`config.mk`:
```
export PLATFORM = sky130hd
export DESIGN_NAME = iec_capture
export DESIGN_NICKNAME = d
export VERILOG_FILES = /design/src/iec_pkg.sv /design/src/iec_capture.sv /design/src/iec_capture_fifo.sv
export VERILOG_INCLUDE_DIRS = /design/src /design/src/src
export SDC_FILE = /design/constraint.sdc
export NUM_CORES = 1
export LEC_CHECK = 0
export ABC_CLOCK_PERIOD_IN_PS = 8650
export BUFFER_PORTS_ARGS = -buffer_cell sky130_fd_sc_hd__buf_2
export CAP_MARGIN = 5
export CELL_PAD_IN_SITES_DETAIL_PLACEMENT = 2
export CELL_PAD_IN_SITES_GLOBAL_PLACEMENT = 2
export CORE_MARGIN = 1
export CORE_UTILIZATION = 42
export CTS_CLUSTER_SIZE = 40
export DETAILED_ROUTE_END_ITERATION = 10
export MAX_ROUTING_LAYER = met4
export PLACE_DENSITY_LB_ADDON = 0.05
export SYNTH_ARGS = -nofsm -noshare
export SYNTH_HDL_FRONTEND = slang
export SYNTH_HIERARCHICAL = 1
export SYNTH_SLANG_ARGS = --single-unit
```
`constraint.sdc`:
```
create_clock -name clk -period 8.65 [get_ports clk]
set_input_delay 0.865 -clock clk [delete_from_list [all_inputs] [get_ports clk]]
set_output_delay 0.865 -clock clk [all_outputs]
set_load 0.01 [all_outputs]
```
`src/iec_cfg.svh`:
```
// Offsets, field positions, codes and sizes of the edge capture unit
`ifndef IEC_CFG_SVH
`define IEC_CFG_SVH

// ------------------------------------------------------------
// Register offsets (byte addresses)
// ------------------------------------------------------------
`define IEC_OFF_CTRL    8'h00
`define IEC_OFF_BUF     8'h04
`define IEC_OFF_STAT    8'h08
`define IEC_OFF_CLR     8'h0c
`define IEC_OFF_IEN     8'h10

// ------------------------------------------------------------
// Field positions in capture_control
// ------------------------------------------------------------
`define IEC_B_ON        15
`define IEC_B_IDLE      13
`define IEC_B_FIRST_EDGE_SELECT     9
`define IEC_B_WIDE      8
`define IEC_B_TSEL      7
`define IEC_B_DIV_HI    6
`define IEC_B_DIV_LO    5
`define IEC_B_OVF       4
`define IEC_B_BNE       3
`define IEC_B_MODE_HI   2
`define IEC_B_MODE_LO   0

// Status, clear and enable bit positions
`define IEC_S_CAP       0
`define IEC_S_OVF       1

// ------------------------------------------------------------
// Capture mode codes
// ------------------------------------------------------------
`define IEC_M_OFF       3'h0
`define IEC_M_EDGE      3'h1
`define IEC_M_FALL      3'h2
`define IEC_M_RISE      3'h3
`define IEC_M_PRE4      3'h4
`define IEC_M_PRE16     3'h5
`define IEC_M_EVERY     3'h6
`define IEC_M_IRQ       3'h7

// ------------------------------------------------------------
// Counts and sizes
// ------------------------------------------------------------
`define IEC_PRE4_LAST   4'h3
`define IEC_PRE16_LAST  4'hf
`define IEC_FIFO_DEPTH  4
`define IEC_PTR_W       2
`define IEC_CNT_FULL    3'h4

`endif

```
`src/iec_pkg.sv`:
```
// Types shared by the edge capture unit
package iec_pkg;

	// Software control fields of capture_control
	typedef struct packed {
		logic       on;
		logic       idle_stop;
		logic       first_edge_select;
		logic       wide_capture;
		logic       timer_source_select;
		logic [1:0] interrupt_divisor;
		logic [2:0] capture_mode;
	} iec_ctrl_t;

	// Sticky event flags
	typedef struct packed {
		logic ovf;
		logic cap;
	} iec_evt_t;

	// Progress through the every-edge mode
	typedef enum logic {
		IEC_WAIT_FIRST,
		IEC_ALL_EDGES
	} iec_state_t;

endpackage

```
`src/iec_capture.sv`:
```
// Input edge capture unit with register port and interrupt
//
// Our own choices: the register addresses and the plain strobed port.
`timescale 1ns/1ps
`include "iec_cfg.svh"

// Summary of operation
// - Enabled unit captures according to the selected capture mode.
// - Disabled unit is idle, raises no interrupts, settings writable.
// - Idle-stop set halts the unit during processor Idle.
// - First-edge select, used only in mode 110, picks rising or falling.
// - Wide-capture set stores 32-bit timer value, else 16-bit.
// - Interrupt after every 1st, 2nd, 3rd or 4th capture event.
// - Read-only overflow flag shows that a capture was lost.
// - Read-only buffer-not-empty flag shows unread captured values.
// - Mode 110 captures every edge, starting with the selected edge.
// - Mode 100 captures on every fourth rising edge.
// - Mode 011 captures on every rising edge.
// - Mode 010 captures on every falling edge.
// - Mode 001 captures on every edge, rising and falling.
// - Mode 000 captures nothing.
module iec_capture import iec_pkg::*; (
	input  wire logic        clk,
	input  wire logic        reset,
	input  wire logic [7:0]  reg_addr,
	input  wire logic [31:0] reg_wdata,
	input  wire logic        reg_wr,
	input  wire logic        reg_rd,
	output logic [31:0]      reg_rdata,
	input  wire logic        cap_in,
	input  wire logic [31:0] timer_first,
	input  wire logic [31:0] timer_second,
	input  wire logic        cpu_idle,
	input  wire logic        cpu_sleep,
	output logic             irq
);
	iec_ctrl_t   ctrl_q;
	iec_ctrl_t   ctrl_d;
	iec_evt_t    stat_q;
	iec_evt_t    ien_q;
	iec_evt_t    evt_set;
	iec_evt_t    evt_clr;
	iec_state_t  st_q;
	logic        pin_q;
	logic [3:0]  pre_q;
	logic [1:0]  div_q;
	logic        ovf_q;
	logic        irq_q;
	logic [31:0] rdata_q;
	logic        rise;
	logic        fall;
	logic        active;
	logic        cap_ev;
	logic        div_hit;
	logic        irq_only_ev;
	logic [31:0] cap_word;
	logic [15:0] narrow;
	logic        fifo_full;
	logic        fifo_empty;
	logic [31:0] fifo_head;
	logic        buf_pop;
	logic        wr_ctrl;
	logic        wr_clr;
	logic        wr_ien;
	logic [31:0] ctrl_rd;
	logic [31:0] rd_mux;
	logic        pre_last;
	logic        first_hit;

	// ----------------------------------------------------
	// Register decode
	// ----------------------------------------------------
	assign wr_ctrl = reg_wr & (reg_addr == `IEC_OFF_CTRL);
	assign wr_clr  = reg_wr & (reg_addr == `IEC_OFF_CLR);
	assign wr_ien  = reg_wr & (reg_addr == `IEC_OFF_IEN);
	assign buf_pop = reg_rd & (reg_addr == `IEC_OFF_BUF);

	// settings locked while on
	// Only the enable bit moves while running, so modes never glitch
	always_comb begin
		ctrl_d    = ctrl_q;
		ctrl_d.on = reg_wdata[`IEC_B_ON];
		if (!ctrl_q.on) begin
			ctrl_d.idle_stop           = reg_wdata[`IEC_B_IDLE];
			ctrl_d.first_edge_select   = reg_wdata[`IEC_B_FIRST_EDGE_SELECT];
			ctrl_d.wide_capture        = reg_wdata[`IEC_B_WIDE];
			ctrl_d.timer_source_select = reg_wdata[`IEC_B_TSEL];
			ctrl_d.interrupt_divisor   =
				reg_wdata[`IEC_B_DIV_HI:`IEC_B_DIV_LO];
			ctrl_d.capture_mode        =
				reg_wdata[`IEC_B_MODE_HI:`IEC_B_MODE_LO];
		end
	end

	// Readback of capture_control with live status bits
	always_comb begin
		ctrl_rd = 32'h0;
		ctrl_rd[`IEC_B_ON]    = ctrl_q.on;
		ctrl_rd[`IEC_B_IDLE]  = ctrl_q.idle_stop;
		ctrl_rd[`IEC_B_FIRST_EDGE_SELECT] = ctrl_q.first_edge_select;
		ctrl_rd[`IEC_B_WIDE]  = ctrl_q.wide_capture;
		ctrl_rd[`IEC_B_TSEL]  = ctrl_q.timer_source_select;
		ctrl_rd[`IEC_B_DIV_HI:`IEC_B_DIV_LO] =
			ctrl_q.interrupt_divisor;
		ctrl_rd[`IEC_B_OVF]   = ovf_q;
		ctrl_rd[`IEC_B_BNE]   = ~fifo_empty;
		ctrl_rd[`IEC_B_MODE_HI:`IEC_B_MODE_LO] =
			ctrl_q.capture_mode;
	end

	// Read mux; unmapped and write-only offsets read as zero
	always_comb begin
		unique case (reg_addr)
			`IEC_OFF_CTRL: rd_mux = ctrl_rd;
			`IEC_OFF_BUF:  rd_mux = fifo_head;
			`IEC_OFF_STAT: rd_mux = {30'h0, stat_q};
			`IEC_OFF_IEN:  rd_mux = {30'h0, ien_q};
			default:       rd_mux = 32'h0;
		endcase
	end

	// ----------------------------------------------------
	// Edge detection and event selection
	// ----------------------------------------------------
	// idle halt
	assign active = ctrl_q.on & ~(ctrl_q.idle_stop & cpu_idle);
	assign rise   = cap_in & ~pin_q;
	assign fall   = ~cap_in & pin_q;

	assign pre_last = (ctrl_q.capture_mode == `IEC_M_PRE4) ?
		(pre_q == `IEC_PRE4_LAST) : (pre_q == `IEC_PRE16_LAST);

	assign first_hit = ctrl_q.first_edge_select ? rise : fall;

	always_comb begin
		unique case (ctrl_q.capture_mode)
			`IEC_M_EDGE:  cap_ev = rise | fall;
			`IEC_M_FALL:  cap_ev = fall;
			`IEC_M_RISE:  cap_ev = rise;
			`IEC_M_PRE4,
			`IEC_M_PRE16: cap_ev = rise & pre_last;
			`IEC_M_EVERY: cap_ev = (st_q == IEC_WAIT_FIRST) ?
				first_hit : (rise | fall);
			`IEC_M_OFF,
			`IEC_M_IRQ:   cap_ev = 1'b0;
		endcase
		cap_ev = cap_ev & active;
	end

	// wake interrupt in low power only
	assign irq_only_ev = active & (rise | fall) &
		(ctrl_q.capture_mode == `IEC_M_IRQ) & (cpu_idle | cpu_sleep);

	assign narrow   = ctrl_q.timer_source_select ?
		timer_first[15:0] : timer_second[15:0];
	assign cap_word = ctrl_q.wide_capture ? timer_first :
		{16'h0, narrow};

	assign div_hit = cap_ev & (div_q == ctrl_q.interrupt_divisor);

	// ----------------------------------------------------
	// Capture state
	// ----------------------------------------------------
	// Pin history, prescaler, divisor and first-edge tracker
	always_ff @(posedge clk) begin
		if (reset) begin
			pin_q <= 1'b0;
			pre_q <= '0;
			div_q <= '0;
			st_q  <= IEC_WAIT_FIRST;
		end else begin
			pin_q <= cap_in;
			if (~ctrl_q.on) begin
				pre_q <= '0;
				div_q <= '0;
				st_q  <= IEC_WAIT_FIRST;
			end else begin
				if (active & rise)
					pre_q <= pre_last ? 4'h0 : pre_q + 4'h1;
				if (cap_ev)
					div_q <= div_hit ? 2'h0 : div_q + 2'h1;
				if (cap_ev)
					st_q <= IEC_ALL_EDGES;
			end
		end
	end

	iec_capture_fifo u_fifo (
		.clk       (clk),
		.reset     (reset),
		.flush     (~ctrl_q.on),
		.push      (cap_ev),
		.push_data (cap_word),
		.pop       (buf_pop),
		.head      (fifo_head),
		.full      (fifo_full),
		.empty     (fifo_empty)
	);

	// ----------------------------------------------------
	// Interrupt events
	// ----------------------------------------------------
	// events need the unit on
	assign evt_set.cap = div_hit | irq_only_ev;
	assign evt_set.ovf = cap_ev & fifo_full;
	assign evt_clr     = reg_wdata[`IEC_S_OVF:`IEC_S_CAP] & {2{wr_clr}};

	// Registers, sticky status; a new event beats a clear
	always_ff @(posedge clk) begin
		if (reset) begin
			ctrl_q  <= '0;
			ien_q   <= '0;
			stat_q  <= '0;
			ovf_q   <= 1'b0;
			irq_q   <= 1'b0;
			rdata_q <= '0;
		end else begin
			if (wr_ctrl)
				ctrl_q <= ctrl_d;
			if (wr_ien)
				ien_q <= reg_wdata[`IEC_S_OVF:`IEC_S_CAP];
			stat_q  <= (stat_q & ~evt_clr) | evt_set;
			// overflow sticks until the unit is switched off
			ovf_q   <= ctrl_q.on & (ovf_q | evt_set.ovf);
			irq_q   <= |(stat_q & ien_q);
			rdata_q <= reg_rd ? rd_mux : 32'h0;
		end
	end

	assign reg_rdata = rdata_q;
	assign irq       = irq_q;
endmodule // iec_capture

```
`src/iec_capture_fifo.sv`:
```
// Buffer of captured timer words
`timescale 1ns/1ps
`include "iec_cfg.svh"

module iec_capture_fifo import iec_pkg::*; (
	input  wire logic        clk,
	input  wire logic        reset,
	input  wire logic        flush,
	input  wire logic        push,
	input  wire logic [31:0] push_data,
	input  wire logic        pop,
	output logic [31:0]      head,
	output logic             full,
	output logic             empty
);
	logic [31:0]           mem [`IEC_FIFO_DEPTH];
	logic [`IEC_PTR_W-1:0] wr_q;
	logic [`IEC_PTR_W-1:0] rd_q;
	logic [2:0]            cnt_q;
	logic                  do_push;
	logic                  do_pop;

	// ----------------------------------------------------
	// Flags and handshakes
	// ----------------------------------------------------
	// A push into a full buffer is dropped; the caller flags it
	assign full    = (cnt_q == `IEC_CNT_FULL);
	assign empty   = (cnt_q == 3'h0);
	assign do_push = push & ~full;
	assign do_pop  = pop & ~empty;
	assign head    = mem[rd_q];

	// Storage has no reset, only pointers and fill count do
	always_ff @(posedge clk) begin
		if (do_push) begin
			mem[wr_q] <= push_data;
		end
	end

	// Pointers and fill count
	always_ff @(posedge clk) begin
		if (reset | flush) begin
			wr_q  <= '0;
			rd_q  <= '0;
			cnt_q <= '0;
		end else begin
			wr_q  <= wr_q + {1'b0, do_push};
			rd_q  <= rd_q + {1'b0, do_pop};
			cnt_q <= cnt_q + {2'h0, do_push} - {2'h0, do_pop};
		end
	end

endmodule // iec_capture_fifo

```
Word level (Yosys, flattened, before mapping)
Memory sizes are Yosys's and may differ from the RTL's. A register that Yosys moved wholly into a read port is not among the register bits. Index checks and enable logic that the tools add are counted.

Register bits: 63. Memory bits (writable): 128. Output and inout bits: 33. Logic and storage cells: 100. Memories kept: 1.

Memories: u_fifo.mem (depth 4, bits a word 32, rd ports 1, clocked after Yosys merged registers in 1, wr ports 1, line iec_capture_fifo.sv:16) `` logic [31:0] mem [`IEC_FIFO_DEPTH]; ``.

Add/sub/neg operators: 6. Equality and inequality tests: 15. Multiplexer cells: 12. Bitwise operators: 36. Reductions and logical operators: 9.

Operator list (count): $pmux W32 S4 (1); $mux W32 (1); $and A1 B1 Y1 (19); $eq A8 B4 Y1 const B (2); $mux W16 (1); $eq A3 B3 Y1 const B (5); $reduce_or A2 Y1 (5); $eq A8 B3 Y1 const B (1); $eq A8 B5 Y1 const B (1); $logic_not A8 Y1 (1); $not A1 Y1 (7); $and A2 B2 Y2 (3); $eq A3 B2 Y1 const B (2); $logic_not A3 Y1 (2); $pmux W1 S6 (1); $mux W1 (5); $or A1 B1 Y1 (5); $add A2 B1 Y2 (2); $add A4 B1 Y4 const B (1); $eq A4 B2 Y1 const B (1); $eq A4 B4 Y1 const B (1); $mux W2 (2); $mux W4 (1); $add A3 B1 Y3 (1); 7 further kinds (7).

Logic depth before layout (Yosys ltp)
Depth in word-level cells: 9. Mapped depth: 15.

Cells and area by module
The synthesis kept the hierarchy.

By module, submodules not included: iec_capture_fifo (instances 1, cells an instance 204, area each 5033.6 um2, seq. area each 3983.8 um2); iec_capture (instances 1, cells an instance 275, area each 2512.4 um2, seq. area each 1121.1 um2).

Worst setup path before layout
OpenSTA, ideal clock, no wires.

Kind: input to register. From: input port cap_in. To: memory u_fifo.mem[1][0] (enable). Setup time: 0.468 ns. Arrival: 4.366 ns. Path slack: 3.816 ns. Stages on the path: 9. Path buffers: 0. Path through: inv_1 > ha_1 > nand3_1 > o2111ai_1 > nor3_1 > o21ai_1 > inv_1 > nand2b_4 > nor3b_1.

Cells in the longest elaborated chain, start to end: 9. Elaborated cells between the ends (all ways): 12. Classes of those cells: mux: 5; bitwise: 7.

RTL lines: from (decl) (line iec_capture.sv:30) `input wire logic cap_in,`; $not A1 Y1 (line iec_capture.sv:128) `assign fall = ~cap_in & pin_q;`; $and A1 B1 Y1 (line iec_capture.sv:128); $mux W1 / $or A1 B1 Y1 (equally long branches) (line iec_capture.sv:133, iec_capture.sv:137, iec_capture.sv:143); $mux W1 (line iec_capture.sv:142) `` `IEC_M_EVERY: cap_ev = (st_q == IEC_WAIT_FIRST) ? ``; $pmux W1 S6 (*) (line iec_capture.sv:136) `unique case (ctrl_q.capture_mode)`; $and A1 B1 Y1 (*) (line iec_capture.sv:147) `cap_ev = cap_ev & active;`; named net cap_ev (line iec_capture.sv:53) `logic cap_ev;`; $and A1 B1 Y1 (*) (line iec_capture_fifo.sv:29) `assign do_push = push & ~full;`; $mux W1 (*) (line iec_capture_fifo.sv:35) `if (do_push) begin`; $mux W1 (implied by the code) (*) (line iec_capture_fifo.sv:36) `mem[wr_q] <= push_data;`; to (decl) (line iec_capture_fifo.sv:16).

Mark *: on every way through the listed nets, which the timed path passes. The rest lies on a longest branch.

Worst setup path after layout
From: input port cap_in. To: memory u_fifo.mem[1][20] (enable).

Same word-level chain as after synthesis.

==> impl_metrics.py <==
metrics = {
    "outcome": {
        "status": "finished, final reports clean",
    },
    "synthesis": {
        "synth_area_sq_um": 7546,
        "ys_ff_latch": 191,
        "yosys.area_share.simple": 0.1015,
        "synthesis.nets": 596,
        "synth_area_leaders": "edfxtp_1 51%, dfxtp_1 17%, mux4_2 9.6%",
        "yosys.area.top_type": "edfxtp_1",
        "synth_top_area_share": 0.5094,
        "synth_fa_ha_area_frac": 0.01094,
        "synthArstFlopShare": 0,
        "synth.area.mux_share": 0.1393,
        "ys_types": 50,
        "yosysWarnings": 6,
        "synth-main-ff-cell": "edfxtp_1",
        "synth_edf_count": 128,
        "syn_area_per_cell_sq_um": 15.75,
        "netlist_instances": 479,
        "synth_common_cells": "128 x edfxtp_1, 63 x dfxtp_1, 40 x and2_1",
        "synth_xor_area_frac": 0.01161,
        "yosys.cell_count.top_type": "edfxtp_1",
        "synth_compound_gate_area_share": 0.03266,
        "synth_top_family_by_area": "multiplexers",
        "synth-seq-area-share": 0.6765,
    },
    "setup_path": {
        "cp_cell_sequence": "buf_2 -> inv_1 -> ha_1 -> nand3_1 -> o2111ai_1 -> nor3_1 -> o21ai_1 -> inv_1 -> nand2b_4 -> nor3b_2 -> buf_4",
        "critPathMaxFanout": 24,
        "reg2regPathDepth": 9,
        "cp.required_ns": 8.74,
        "path_common_cell": "inv_1",
        "critPathCaptureType": "flop",
        "crit_slowest_cell": "nor3b_2",
        "worst_ep_arrival_time_ns": 3.62,
        "crit_path_start_kind": "primary input",
        "critPathKind": "primary input to flop",
        "worst_path_largest_cell_delay_ns": 0.79,
    },
    "floorplanning": {
        "die_h_microns": 136.0,
        "start_util": 0.4333,
        "dieArea_sq_um": 18510,
        "core_sq_um": 17420,
        "die_width_microns": 136.0,
        "row_count": 48,
        "ioPinCount": 144,
    },
    "placed_design": {
        "post-place-cells": 793,
        "dpl_cell_area_sq_um": 8260,
        "place_hpwl_microns": 11930,
        "portBuffers": 105,
        "gp_congestion": 0.7501,
    },
    "pwr": {
        "leakagePower_nw": 3.316,
        "power_density_nw_per_um2": 198.8,
        "worst_ir_drop_vdd_mv": 0.1423,
        "pwr-share-clk": 0.428,
        "p_comb_frac": 0.020,
        "switching_power_mw": 0.3909,
        "internal_power_mw": 1.361,
        "swShare": 0.2231,
        "power_frac_seq": 0.552,
    },
    "final_layout": {
        "stdcell_area_sq_um": 8813,
        "drive_above_1_share": 0.3467,
        "stdcell_count": 825,
        "fin_nets": 704,
        "fin_util": 0.5060,
        "syn2layout_area_growth_pct": 16.80,
        "n_antenna_cell": 0,
    },
    "worst_hold_path": {
        "hp-class": "flop to flop",
        "holdPathStages": 2,
    },
    "global_route": {
        "overflow": 0,
        "grt_pass1_vias": 5097,
        "grt_usage": 0.2249,
        "antenna_found_initial": 0,
        "grt_pass1_wl_microns": 28900,
        "grt_max_degree": 34,
    },
    "sta": {
        "report.final.slew_viol_count": 0,
        "min_period_over_period": 0.4082,
        "rsz0062_at_grt": "no",
        "clock.fmax_mhz": 283.2,
        "final.min_clock_period_ns": 3.531,
        "fin_setup_tns_ns": 0,
        "slew_headroom": 0.2200,
        "finalClockSkew_ns": 0.01216,
        "finalHoldViolations": 0,
        "setup_violations": 0,
        "worst_pin_slew_ns": 1.169,
    },
    "cts": {
        "ctsResizeCount": 0,
        "cts-htree-levels": 4,
        "cts_hold_buf": 0,
        "cts_buffer_depth": 2,
        "cts_buffers": 17,
        "cts.sinks": 191,
        "cts.clk_slew.worst_paths_ns": 0.07,
        "root_buffer": "clkbuf_16",
        "cts_tree": "done",
        "clk-insertion-delay-late_ns": 0.43,
        "cts_setup_buffers": 0,
    },
    "routing": {
        "first_pass_iters": 4,
        "drc": 0,
        "vias": 4455,
        "totalWireLength_microns": 18690,
        "vias_per_cell": 5.400,
        "routedWlPerCell_microns": 22.65,
        "drt_iter0_drc": 133,
        "ant_nets": 0,
    },
    "job": {
        "cap_violations": 0,
    },
}
==> sequential cells by signal, indices dropped and copies added, names as in the netlist <==
signal and flops:
ctrl_q 10, stat_q 2, ovf_q 1, ien_q 2, u_fifo/mem 128, div_q 2, irq 1, u_fifo/cnt_q 3
st_q 1, reg_rdata 32, u_fifo/wr_q 2, pre_q 4, pin_q 1, u_fifo/rd_q 2
==> layout make-up <==
class,count,area (sq um)
clock buffer,17,425.4
sequential,191,5107
tap,225,281.5
clock inverter,15,127.6
inverter,13,48.80
timing repair buffer,111,570.5
multi-input combinational,253,2252
fill,1656,8603
==> power groups by stage <==
| stage | Clock [mW] | Sequential [mW] | Combinational [mW] |
|---|---|---|---|
| finish | 0.750 | 0.966 | 0.0352 |
| global route | 0.792 | 0.966 | 0.0387 |
| floorplan | 0 | 0.987 | 0.0124 |
| detailed placement | 0 | 0.987 | 0.0353 |
| CTS | 0.763 | 0.966 | 0.0359 |
| global placement | 0 | 0.987 | 0.0334 |
==> through the flow <==
stage               worst slack (ns)  hold slack [ns]  power, mW
floorplan                      3.816           0.4259     0.9995
global placement               4.690           0.4638      1.021
detailed placement             4.646           0.4660      1.023
CTS                            5.061           0.4872      1.765
global route                   4.835           0.5210      1.797
finish                         5.119           0.4864      1.752
==> cell usage in the layout (no fill, tap or decap), types with 3 or more instances in the layout <==
cell,netlist,final
a21oi_1,8,8
a22oi_1,10,10
and2_1,40,40
and3_1,5,4
buf_2,7,105
buf_4,3,6
clkbuf_16,0,17
clkinv_2,0,3
clkinv_4,0,4
dfxtp_1,63,61
edfxtp_1,128,128
ha_1,5,5
inv_1,12,12
inv_8,0,4
mux2_2,16,16
mux2i_1,15,15
mux4_2,32,32
nand2_1,11,11
nand3_1,7,7
nor2_1,39,38
nor2b_1,4,4
nor3_1,11,10
nor3_2,2,3
nor3b_2,1,3
o21ai_0,6,6
xnor2_1,5,5
xor2_1,5,5
==> worst paths after layout <==
path                  from                end  slack, ns
hold / removal    pre_q[1]           pre_q[1]       0.49
setup / recovery    cap_in  u_fifo/mem[1][20]       5.12
hold reg to reg   pre_q[1]           pre_q[1]       0.49
setup reg to reg     pin_q  u_fifo/mem[1][20]       5.39
==> metal layers <==
metal | vias to the layer above | GRT usage | share of wire
met5 | - | - | 0
met4 | 0 | 0.07037 | 0.015
met3 | 23 | 0.04362 | 0.028
met2 | 93 | 0.4083 | 0.55
met1 | 2330 | 0.2465 | 0.41
li1 | 2009 | - | -
==> logic make-up after synthesis <==
logic type,Yosys count
buffers and inverters,35
AOI/OAI and AO/OA,37
adders and majority gates,6
muxes,63
and+or+nand+nor,137
DFF,191
xor gates and xnor gates,10
==> worst max-delay path, delay by kind of cell <==
kind            cells  cell delay (ns)
simple gates        4             1.26
fa+ha+maj           1             0.30
buf+inv             4             0.79
compound gates      2             0.37
No activity file was read; power rests on OpenSTA's default activity.
